[src/stm_pkg.sv]
/*
 * Package for the 10-bit standard timer: register map, field positions,
 * reset values, mode encodings and the state record of the timer.
 * Assumes a 32-bit APB slave with byte registers in the low bits.
 */
package stm_pkg;

  // ---------------------------------------------------------------
  // Register byte addresses
  // ---------------------------------------------------------------
  localparam logic [7:0] STM_ADDR_CTRL0 = 8'h00;
  localparam logic [7:0] STM_ADDR_CTRL1 = 8'h04;
  localparam logic [7:0] STM_ADDR_CNT_LO = 8'h08;
  localparam logic [7:0] STM_ADDR_CNT_HI = 8'h0C;
  localparam logic [7:0] STM_ADDR_MATCH_LO = 8'h10;
  localparam logic [7:0] STM_ADDR_MATCH_HI = 8'h14;
  localparam logic [7:0] STM_ADDR_STATUS = 8'h18;

  // ---------------------------------------------------------------
  // Field positions
  // ---------------------------------------------------------------
  localparam int STM_C0_PAUSE = 7;
  localparam int STM_C0_ENABLE = 3;
  localparam int STM_C1_OC = 3;
  localparam int STM_C1_POL = 2;
  localparam int STM_C1_DPX = 1;
  localparam int STM_C1_CCLR = 0;
  localparam int STM_ST_AF = 0;
  localparam int STM_ST_PF = 1;

  localparam logic [7:0] STM_RESET_BYTE = 8'h00;
  localparam logic [9:0] STM_CNT_MAX = 10'h3FF;
  localparam logic [9:0] STM_CNT_ZERO = 10'h000;
  localparam logic [2:0] STM_RP_FULL = 3'h0;
  localparam logic [31:0] STM_RD_ZERO = 32'h0000_0000;

  // ---------------------------------------------------------------
  // Encodings
  // ---------------------------------------------------------------
  typedef enum logic [1:0] {
    STM_MODE_CMP = 2'h0,
    STM_MODE_CAP = 2'h1,
    STM_MODE_PWM = 2'h2,
    STM_MODE_TMR = 2'h3
  } stm_mode_e;

  localparam logic [1:0] STM_IO_00 = 2'h0;
  localparam logic [1:0] STM_IO_01 = 2'h1;
  localparam logic [1:0] STM_IO_10 = 2'h2;
  localparam logic [1:0] STM_IO_11 = 2'h3;

  // APB request group
  typedef struct packed {
    logic psel;
    logic penable;
    logic pwrite;
    logic [7:0] paddr;
    logic [31:0] pwdata;
  } stm_apb_req_s;

  // All timer state
  typedef struct packed {
    logic [7:0] ctrl0;
    logic [7:0] ctrl1;
    logic [9:0] count;
    logic [9:0] match;
    logic [7:0] wr_buf;
    logic [7:0] rd_buf;
    logic en_prev;
    logic pin;
    logic cap_prev;
    logic af;
    logic pf;
    logic [31:0] prdata;
    logic wait_done;
  } stm_state_s;

endpackage : stm_pkg

[src/stm_timer.sv]
/*
 * 10-bit standard timer with compare-match, capture, PWM/single-pulse
 * and timer/counter modes, behind an APB slave.
 * Assumes the timer clock is the bus clock and all inputs are
 * synchronous to it.
 */
module stm_timer
  import stm_pkg::*;
(
  // Clock and reset
  input wire logic core_clk_in,
  input wire logic nrst_in,
  // APB slave
  input wire logic psel_in,
  input wire logic penable_in,
  input wire logic pwrite_in,
  input wire logic [7:0] paddr_in,
  input wire logic [31:0] pwdata_in,
  output logic [31:0] prdata_out,
  output logic pready_out,
  output logic pslverr_out,
  // Timer pins
  input wire logic capture_input_pin_in,
  output logic timer_output_pin_out,
  output logic timer_output_pin_n_out
);

  stm_state_s st_reg;
  stm_state_s st_next;
  stm_apb_req_s req;

  assign req = '{psel: psel_in, penable: penable_in, pwrite: pwrite_in,
                 paddr: paddr_in, pwdata: pwdata_in};

  // ---------------------------------------------------------------
  // Helpers
  // ---------------------------------------------------------------
  function automatic logic addr_hit(input logic [7:0] a,
                                    input logic [7:0] r);
    return a == r;
  endfunction : addr_hit

  function automatic logic addr_mapped(input logic [7:0] a);
    return addr_hit(a, STM_ADDR_CTRL0) || addr_hit(a, STM_ADDR_CTRL1) ||
           addr_hit(a, STM_ADDR_CNT_LO) || addr_hit(a, STM_ADDR_CNT_HI) ||
           addr_hit(a, STM_ADDR_MATCH_LO) ||
           addr_hit(a, STM_ADDR_MATCH_HI) ||
           addr_hit(a, STM_ADDR_STATUS);
  endfunction : addr_mapped

  // ---------------------------------------------------------------
  // Decoded control fields
  // ---------------------------------------------------------------
  stm_mode_e mode;
  logic [1:0] pin_fn;
  logic [2:0] period_code;
  logic enable;
  logic pause;
  logic oc;
  logic pol;
  logic dpx;
  logic cclr;
  logic run;
  logic match_a;
  logic match_p;
  logic overflow;
  logic access;
  logic wr;
  logic rd;
  logic cap_edge;
  logic pwm_active;
  logic [9:0] duty_len;

  always_comb begin
    mode = stm_mode_e'(st_reg.ctrl1[7:6]);
    pin_fn = st_reg.ctrl1[5:4];
    oc = st_reg.ctrl1[STM_C1_OC];
    pol = st_reg.ctrl1[STM_C1_POL];
    dpx = st_reg.ctrl1[STM_C1_DPX];
    cclr = st_reg.ctrl1[STM_C1_CCLR];
    period_code = st_reg.ctrl0[2:0];
    enable = st_reg.ctrl0[STM_C0_ENABLE];
    pause = st_reg.ctrl0[STM_C0_PAUSE];
    // Counter advances only while on and not paused
    run = enable && !pause && st_reg.en_prev;
    // Match value zero never flags A; counter just overflows
    match_a = run && (st_reg.match != STM_CNT_ZERO) &&
              (st_reg.count == st_reg.match);
    // P hits at the last clock of the selected period of code times 128 clocks; code
    // zero stands for the full range, so P then coincides with overflow
    match_p = run && ((period_code == STM_RP_FULL) ?
              (st_reg.count == STM_CNT_MAX) :
              ((st_reg.count[9:7] == period_code - 3'h1) &&
               (st_reg.count[6:0] == 7'h7F)));
    overflow = run && (st_reg.count == STM_CNT_MAX);
    access = req.psel && req.penable;
    // Writes land only on the completing edge; reads are fetched one
    // cycle earlier so that prdata is registered when pready rises
    wr = access && req.pwrite && st_reg.wait_done;
    rd = access && !req.pwrite && !st_reg.wait_done;
    unique case (pin_fn)
      STM_IO_00: cap_edge = capture_input_pin_in && !st_reg.cap_prev;
      STM_IO_01: cap_edge = !capture_input_pin_in && st_reg.cap_prev;
      STM_IO_10: cap_edge = capture_input_pin_in != st_reg.cap_prev;
      STM_IO_11: cap_edge = 1'b0;
    endcase
    // The counter clear sets the period, so only the duty length is
    // needed here; the period code counts in 128-clock units
    duty_len = st_reg.match;
    if (dpx) begin
      duty_len = {period_code, 7'h00};
    end
    // Code zero as duty means the full 1024-clock range: always active
    pwm_active = (dpx && period_code == STM_RP_FULL) ||
                 (st_reg.count < duty_len);
  end

  // ---------------------------------------------------------------
  // Next state
  // ---------------------------------------------------------------
  always_comb begin
    st_next = st_reg;
    st_next.en_prev = enable;
    st_next.cap_prev = capture_input_pin_in;
    st_next.prdata = STM_RD_ZERO;
    st_next.wait_done = access && !st_reg.wait_done;
    // Flag clears come first, so a hardware set in the same cycle wins
    if (wr && addr_hit(req.paddr, STM_ADDR_STATUS)) begin
      st_next.af = st_reg.af && !req.pwdata[STM_ST_AF];
      st_next.pf = st_reg.pf && !req.pwdata[STM_ST_PF];
    end

    // Counter
    if (enable && !st_reg.en_prev) begin
      st_next.count = STM_CNT_ZERO;
      if (mode == STM_MODE_CMP) begin
        st_next.pin = oc;
      end
    end else if (run) begin
      unique case (mode)
        STM_MODE_CMP, STM_MODE_TMR: begin
          if (cclr) begin
            // Only A clears, and P raises no flag
            if (match_a || overflow) begin
              st_next.count = STM_CNT_ZERO;
            end else begin
              st_next.count = st_reg.count + 10'h001;
            end
          end else if (match_p || overflow) begin
            st_next.count = STM_CNT_ZERO;
          end else begin
            st_next.count = st_reg.count + 10'h001;
          end
          if (match_a) begin
            st_next.af = 1'b1;
          end
          if (match_p && !cclr) begin
            st_next.pf = 1'b1;
          end
          // Pin follows A matches only; P leaves it alone
          if (match_a && mode == STM_MODE_CMP) begin
            unique case (pin_fn)
              STM_IO_00: st_next.pin = st_reg.pin;
              STM_IO_01: st_next.pin = 1'b0;
              STM_IO_10: st_next.pin = 1'b1;
              STM_IO_11: st_next.pin = !st_reg.pin;
            endcase
          end
        end
        STM_MODE_CAP: begin
          // Clear select ignored: P match or overflow wraps
          if (match_p || overflow) begin
            st_next.count = STM_CNT_ZERO;
          end else begin
            st_next.count = st_reg.count + 10'h001;
          end
          if (match_p) begin
            st_next.pf = 1'b1;
          end
        end
        STM_MODE_PWM: begin
          if (pin_fn == STM_IO_11) begin
            // Single pulse: A match ends the pulse and turns off
            st_next.count = st_reg.count + 10'h001;
            if (match_a) begin
              st_next.af = 1'b1;
              st_next.ctrl0[STM_C0_ENABLE] = 1'b0;
            end
          end else begin
            // Period register clears the counter, swap-aware
            if ((dpx ? match_a : match_p) || overflow) begin
              st_next.count = STM_CNT_ZERO;
            end else begin
              st_next.count = st_reg.count + 10'h001;
            end
            if (match_a) begin
              st_next.af = 1'b1;
            end
            if (match_p) begin
              st_next.pf = 1'b1;
            end
          end
        end
      endcase
    end

    // Capture latches the live count into the match value
    if (mode == STM_MODE_CAP && enable && cap_edge) begin
      st_next.match = st_reg.count;
      st_next.af = 1'b1;
    end

    // Register writes; hardware flag sets win over clears
    if (wr) begin
      if (addr_hit(req.paddr, STM_ADDR_CTRL0)) begin
        st_next.ctrl0 = req.pwdata[7:0];
      end
      if (addr_hit(req.paddr, STM_ADDR_CTRL1)) begin
        st_next.ctrl1 = req.pwdata[7:0];
      end
      if (addr_hit(req.paddr, STM_ADDR_MATCH_LO)) begin
        st_next.wr_buf = req.pwdata[7:0];
      end
      if (addr_hit(req.paddr, STM_ADDR_MATCH_HI)) begin
        st_next.match = {req.pwdata[1:0], st_reg.wr_buf};
      end
    end

    // Reads; high byte read loads low byte into the read buffer
    if (rd) begin
      unique case (1'b1)
        addr_hit(req.paddr, STM_ADDR_CTRL0):
          st_next.prdata = {24'h000000, st_reg.ctrl0};
        addr_hit(req.paddr, STM_ADDR_CTRL1):
          st_next.prdata = {24'h000000, st_reg.ctrl1};
        addr_hit(req.paddr, STM_ADDR_CNT_HI): begin
          st_next.prdata = {30'h00000000, st_reg.count[9:8]};
          st_next.rd_buf = st_reg.count[7:0];
        end
        addr_hit(req.paddr, STM_ADDR_CNT_LO),
        addr_hit(req.paddr, STM_ADDR_MATCH_LO):
          st_next.prdata = {24'h000000, st_reg.rd_buf};
        addr_hit(req.paddr, STM_ADDR_MATCH_HI): begin
          st_next.prdata = {30'h00000000, st_reg.match[9:8]};
          st_next.rd_buf = st_reg.match[7:0];
        end
        addr_hit(req.paddr, STM_ADDR_STATUS):
          st_next.prdata = {30'h00000000, st_reg.pf, st_reg.af};
        default: st_next.prdata = STM_RD_ZERO;
      endcase
    end
  end

  always_ff @(posedge core_clk_in or negedge nrst_in) begin
    if (!nrst_in) begin
      st_reg <= '0;
    end else begin
      st_reg <= st_next;
    end
  end

  // ---------------------------------------------------------------
  // Outputs
  // ---------------------------------------------------------------
  logic pin_raw;
  logic pin_level;

  always_comb begin
    pin_raw = st_reg.pin;
    if (mode == STM_MODE_PWM) begin
      unique case (pin_fn)
        STM_IO_00: pin_raw = !oc;
        STM_IO_01: pin_raw = oc;
        STM_IO_10: pin_raw = (enable && pwm_active) ? oc : !oc;
        STM_IO_11: pin_raw = enable ? oc : !oc;
      endcase
    end
    // Timer/counter mode drives plain low; its pin is unused
    pin_level = (mode == STM_MODE_TMR) ? 1'b0 : (pin_raw ^ pol);
  end

  assign timer_output_pin_out = pin_level;
  assign timer_output_pin_n_out = !pin_level;
  assign prdata_out = st_reg.prdata;
  // Read data is registered, so every access takes one wait state
  assign pready_out = access && st_reg.wait_done;
  assign pslverr_out = pready_out && !addr_mapped(req.paddr);

endmodule : stm_timer

[config.mk]
export PLATFORM = sky130hd
export DESIGN_NAME = stm_timer
export DESIGN_NICKNAME = d
export VERILOG_FILES = /design/src/stm_pkg.sv /design/src/stm_timer.sv
export SDC_FILE = /design/constraint.sdc
export NUM_CORES = 1
export LEC_CHECK = 0
export BUFFER_PORTS_ARGS = -buffer_cell sky130_fd_sc_hd__buf_2
export CORE_AREA = 3 3 97 89
export CTS_CLUSTER_SIZE = 28
export DETAILED_ROUTE_END_ITERATION = 10
export DIE_AREA = 0 0 100 92
export GPL_ROUTABILITY_DRIVEN = 0
export GPL_TIMING_DRIVEN = 0
export PLACE_DENSITY = 0.77
export RECOVER_POWER = 25
export SYNTH_ARGS = -nofsm -noshare
export SYNTH_HDL_FRONTEND = slang
export SYNTH_SLANG_ARGS = --single-unit
[constraint.sdc]
create_clock -name core_clk_in -period 2.9 [get_ports core_clk_in]
set_input_delay 0.145 -clock core_clk_in [delete_from_list [all_inputs] [get_ports core_clk_in]]
set_output_delay 0.145 -clock core_clk_in [all_outputs]
set_load 0.05 [all_outputs]
==> impl_results.html <==
<table>
<tr><th>Metric</th><th>Value</th></tr>
<tr><th colspan="2">Status</th></tr>
<tr><td>Outcome</td><td>complete, but fails checks</td></tr>
<tr><td>Violated checks</td><td>capacitance limit, slew limit, setup timing</td></tr>
<tr><th colspan="2">Yosys</th></tr>
<tr><td>Synthesized area per cell</td><td>9.720 um^2</td></tr>
<tr><td>Adder and majority cell fraction of the synthesized area</td><td>5.364%</td></tr>
<tr><td>Top FF cell, synth</td><td>dfrtp_1</td></tr>
<tr><td>Gate Count Post-Synth</td><td>432</td></tr>
<tr><td>Proportion of synthesized flip-flops having asynchronous set or reset</td><td>100.0%</td></tr>
<tr><td>Compound-Gate Fraction of Synth Area</td><td>13.29%</td></tr>
<tr><td>Flip-flop and latch count after synthesis</td><td>66</td></tr>
<tr><td>Top cells by area in the synthesized netlist</td><td>dfrtp_1 39%, mux2i_1 6.2%, buf_4 5.9%</td></tr>
<tr><td>Simple-gate area share of the yosys netlist</td><td>17.22%</td></tr>
<tr><td>EDFF count, synth</td><td>0</td></tr>
<tr><td>Unique masters post-synth</td><td>60</td></tr>
<tr><td>Fraction of post-synthesis cell area in the top cell type by area</td><td>39.33%</td></tr>
<tr><td>Biggest area consumer among synthesized cells</td><td>dfrtp_1</td></tr>
<tr><td>Yosys synthesis warning count</td><td>0</td></tr>
<tr><td>Register area share after synthesis</td><td>39.33%</td></tr>
<tr><td>XOR/XNOR share of the synthesized area</td><td>3.486%</td></tr>
<tr><td>Portion of netlist area occupied by mux cells</td><td>12.10%</td></tr>
<tr><td>Combinational family with the most area after synthesis</td><td>simple AND/OR/NAND/NOR gates</td></tr>
<tr><td>Post-Synthesis Cell Area</td><td>4199 um^2</td></tr>
<tr><th colspan="2">Hold path</th></tr>
<tr><td>Worst Hold Class</td><td>input port to flop</td></tr>
<tr><th colspan="2">Pwr</th></tr>
<tr><td>Cell Pwr Density</td><td>414.1 nW/um^2</td></tr>
<tr><td>Leakage</td><td>0.002419 uW</td></tr>
<tr><td>Power, Total</td><td>2048 uW</td></tr>
<tr><td>Worst VDD drop</td><td>0.2990 mV</td></tr>
<tr><th colspan="2">Floorplanning</th></tr>
<tr><td>Die boundary height</td><td>92 um</td></tr>
<tr><td>Die Outline Area</td><td>9200 um^2</td></tr>
<tr><td>Total I/O pin count</td><td>82</td></tr>
<tr><td>Number of placement rows</td><td>30</td></tr>
<tr><td>Initial cell density of the core</td><td>55.11%</td></tr>
<tr><td>Die Wd</td><td>100 um</td></tr>
<tr><td>Placeable core area</td><td>7620 um^2</td></tr>
<tr><th colspan="2">Clock network</th></tr>
<tr><td>CTS root buffer</td><td>clkbuf_8</td></tr>
<tr><td>Clock buffer count from CTS</td><td>9</td></tr>
<tr><td>Clock tree sinks</td><td>66</td></tr>
<tr><td>Bufs on Longest Clock Path</td><td>2</td></tr>
<tr><td>CTS tree</td><td>done</td></tr>
<tr><td>Number of H-tree levels</td><td>3</td></tr>
<tr><td>Clock Latency Late Sink</td><td>0.34 ns</td></tr>
<tr><td>Clock Pin Slew Worst Setup and Hold Paths</td><td>0.07 ns</td></tr>
<tr><th colspan="2">Detailed routing</th></tr>
<tr><td>Detailed Route WL</td><td>10370 um</td></tr>
<tr><td>Number of DRC violations after detailed-routing iteration 0</td><td>248</td></tr>
<tr><td>Detailed-route via count</td><td>3471</td></tr>
<tr><td>DRT antenna net count</td><td>0</td></tr>
<tr><td>DR vias/cell</td><td>5.747</td></tr>
<tr><td>Final routed DRC violation total</td><td>0</td></tr>
<tr><td>Number of iterations in the first detailed-routing pass</td><td>5</td></tr>
<tr><td>Average routed wire per standard cell</td><td>17.17 um</td></tr>
<tr><th colspan="2">Flow run</th></tr>
<tr><td>Number of maximum-capacitance constraint violations</td><td>1</td></tr>
<tr><th colspan="2">STA</th></tr>
<tr><td>Min Hold Slack</td><td>0.05124 ns</td></tr>
<tr><td>Count of endpoints failing setup in the final report</td><td>2</td></tr>
<tr><td>Final setup slack of the worst path</td><td>-0.2596 ns</td></tr>
<tr><td>Time the final worst path needs with I/O delays and setup</td><td>3.160 ns</td></tr>
<tr><td>Max-slew violation count</td><td>67</td></tr>
<tr><td>Relative slew slack</td><td>-9.164%</td></tr>
<tr><td>Measured slew at the worst slew-check pin</td><td>1.637 ns</td></tr>
<tr><td>F_max</td><td>0.3165 GHz</td></tr>
<tr><td>Final-report hold violation count</td><td>0</td></tr>
<tr><td>Fin Clk Skew</td><td>0.01048 ns</td></tr>
<tr><td>RSZ-0062 raised after global routing</td><td>true</td></tr>
<tr><td>Final worst path period share</td><td>109.0%</td></tr>
<tr><th colspan="2">Worst setup path</th></tr>
<tr><td>Critical path fanouts, max</td><td>4</td></tr>
<tr><td>Worst Path Arrival</td><td>3.01 ns</td></tr>
<tr><td>Critical path launch point type</td><td>flop</td></tr>
<tr><td>Crit path required time</td><td>2.76 ns</td></tr>
<tr><td>Critical setup path kind</td><td>flop to output port</td></tr>
<tr><td>Endpoint class of the critical path</td><td>output port</td></tr>
<tr><th colspan="2">GRT</th></tr>
<tr><td>Global routing usage summed across all routing layers</td><td>23.52%</td></tr>
<tr><td>Number of antenna violations at the first check in global routing</td><td>0</td></tr>
<tr><td>Leftover overflow at the end of global routing</td><td>0</td></tr>
<tr><td>Wire length of the first global-routing pass</td><td>16820 um</td></tr>
<tr><td>Vias in the first global route</td><td>3330</td></tr>
<tr><td>Largest net degree at the start of global routing</td><td>67</td></tr>
<tr><th colspan="2">Cells and area</th></tr>
<tr><td>Flip-flop count of the largest register, all copies and words added</td><td>45</td></tr>
<tr><td>Final Cell Area</td><td>4946 um^2</td></tr>
<tr><td>Fraction of final layout cells with drive strength greater than 1</td><td>26.57%</td></tr>
<tr><td>Layout net count</td><td>568</td></tr>
<tr><td>Top library cells by usage in the layout, fill and taps aside</td><td>66 x dfrtp_1, 38 x nand2_1, 36 x buf_4</td></tr>
<tr><td>Diode count</td><td>0</td></tr>
<tr><td>Most common cell after layout, fill and taps aside</td><td>dfrtp_1</td></tr>
<tr><td>Synth-to-layout area growth</td><td>17.79%</td></tr>
<tr><th colspan="2">Placed design</th></tr>
<tr><td>Cell Area, Placed</td><td>4572 um^2</td></tr>
<tr><td>Detailed-placement wirelength estimate</td><td>7403 um</td></tr>
<tr><td>IO buf count</td><td>32</td></tr>
</table>
## report_power, final
part | internal, uW | switching, uW | leakage, uW
Clock | 588 | 351 | 0.000118
Combinational | 52.4 | 129 | 0.00139
Sequential | 924 | 4.03 | 0.000914
Total | 1560 | 484 | 0.00242
## synth_stat cells, types with 8 or more instances
master / count
clkbuf_1: 13
mux2_2: 22
a21oi_1: 22
mux2i_1: 26
xnor2_1: 13
nor3_1: 8
inv_1: 10
dfrtp_1: 66
nand2_1: 38
ha_1: 18
nand3_1: 12
nor2_1: 30
and3_1: 10
buf_4: 33
o21ai_0: 20
## kinds of logic after synthesis
family,Yosys count
multiplexers,48
other,1
adder cells (fa/ha/maj),18
flip-flops,66
XOR/XNOR,15
AO/OA/AOI/OAI,85
AND/OR/NAND/NOR,134
buffers and inverters,65
## stage by stage
step	util, %	worst slack (ns)	TNS [ns]	instances
floorplan	-	0.09667	0	455
global placement	59.97	-0.1096	-0.1593	583
detailed placement	60.00	-0.2128	-0.3513	583
CTS	64.78	-0.2277	-0.3941	603
global route	64.91	-0.3138	-0.5670	604
finish	64.91	-0.2596	-0.4555	604
## path summary, 6_finish.rpt
path	depth (start not counted)	slack, ns	end	startpoint
worst max-delay path	11	-0.26	timer_output_pin_out	dpx
worst min-delay path	3	0.05	st_reg[0]	penable_in
worst max register to register	10	0.34	st_reg[72]	period_code[0]
worst min register to register	0	0.39	st_reg[37]	enable
max in group asynchronous	2	1.16	st_reg[52]	nrst_in
min in group asynchronous	2	0.75	st_reg[0]	nrst_in
## critical path: stages, from the launching register on
cell and delay (ns):
dfrtp_1 0.35, buf_6 0.14, mux2i_2 0.24, ha_1 0.28
a21o_1 0.17, a21oi_2 0.15, a22o_1 0.20, a31oi_4 0.06
or3_4 0.35, a31oi_4 0.23, mux2_4 0.33, buf_8 0.15
## what timing repair did
| action | 4_1_cts | 5_1_grt |
|---|---|---|
| hold buffers | 2 | 0 |
| endpoints found under the setup margin | 2 | 2 |
| buffers inserted | 3 | 1 |
| endpoints found under the hold margin | 67 | 0 |
| gates resized for setup | 20 | 2 |
| pin swaps | 6 | 7 |
## final cells by class
type | instances | area, um^2
Timing Repair Buffer | 38 | 229.0
Inverter | 10 | 40.04
Buffer | 55 | 351.6
Clock inverter | 5 | 102.6
Sequential cell | 66 | 1652
Clock buffer | 10 | 137.6
Fill cell | 605 | 2674
Multi-Input combinational cell | 324 | 2313
Tap cell | 96 | 120.1
## per-layer routing
| layer | up-vias | wire length, um | global-route usage [%] | part of all wire, % |
|---|---|---|---|---|
| met3 | 26 | 933 | 5.932 | 9.0 |
| li1 | 1641 | - | - | - |
| met1 | 1662 | 4383 | 31.51 | 42 |
| met2 | 142 | 4799 | 37.17 | 46 |
| met4 | 0 | 255 | 8.081 | 2.5 |
| met5 | - | 0 | 0 | 0 |
(Power assumes the default switching activity.)
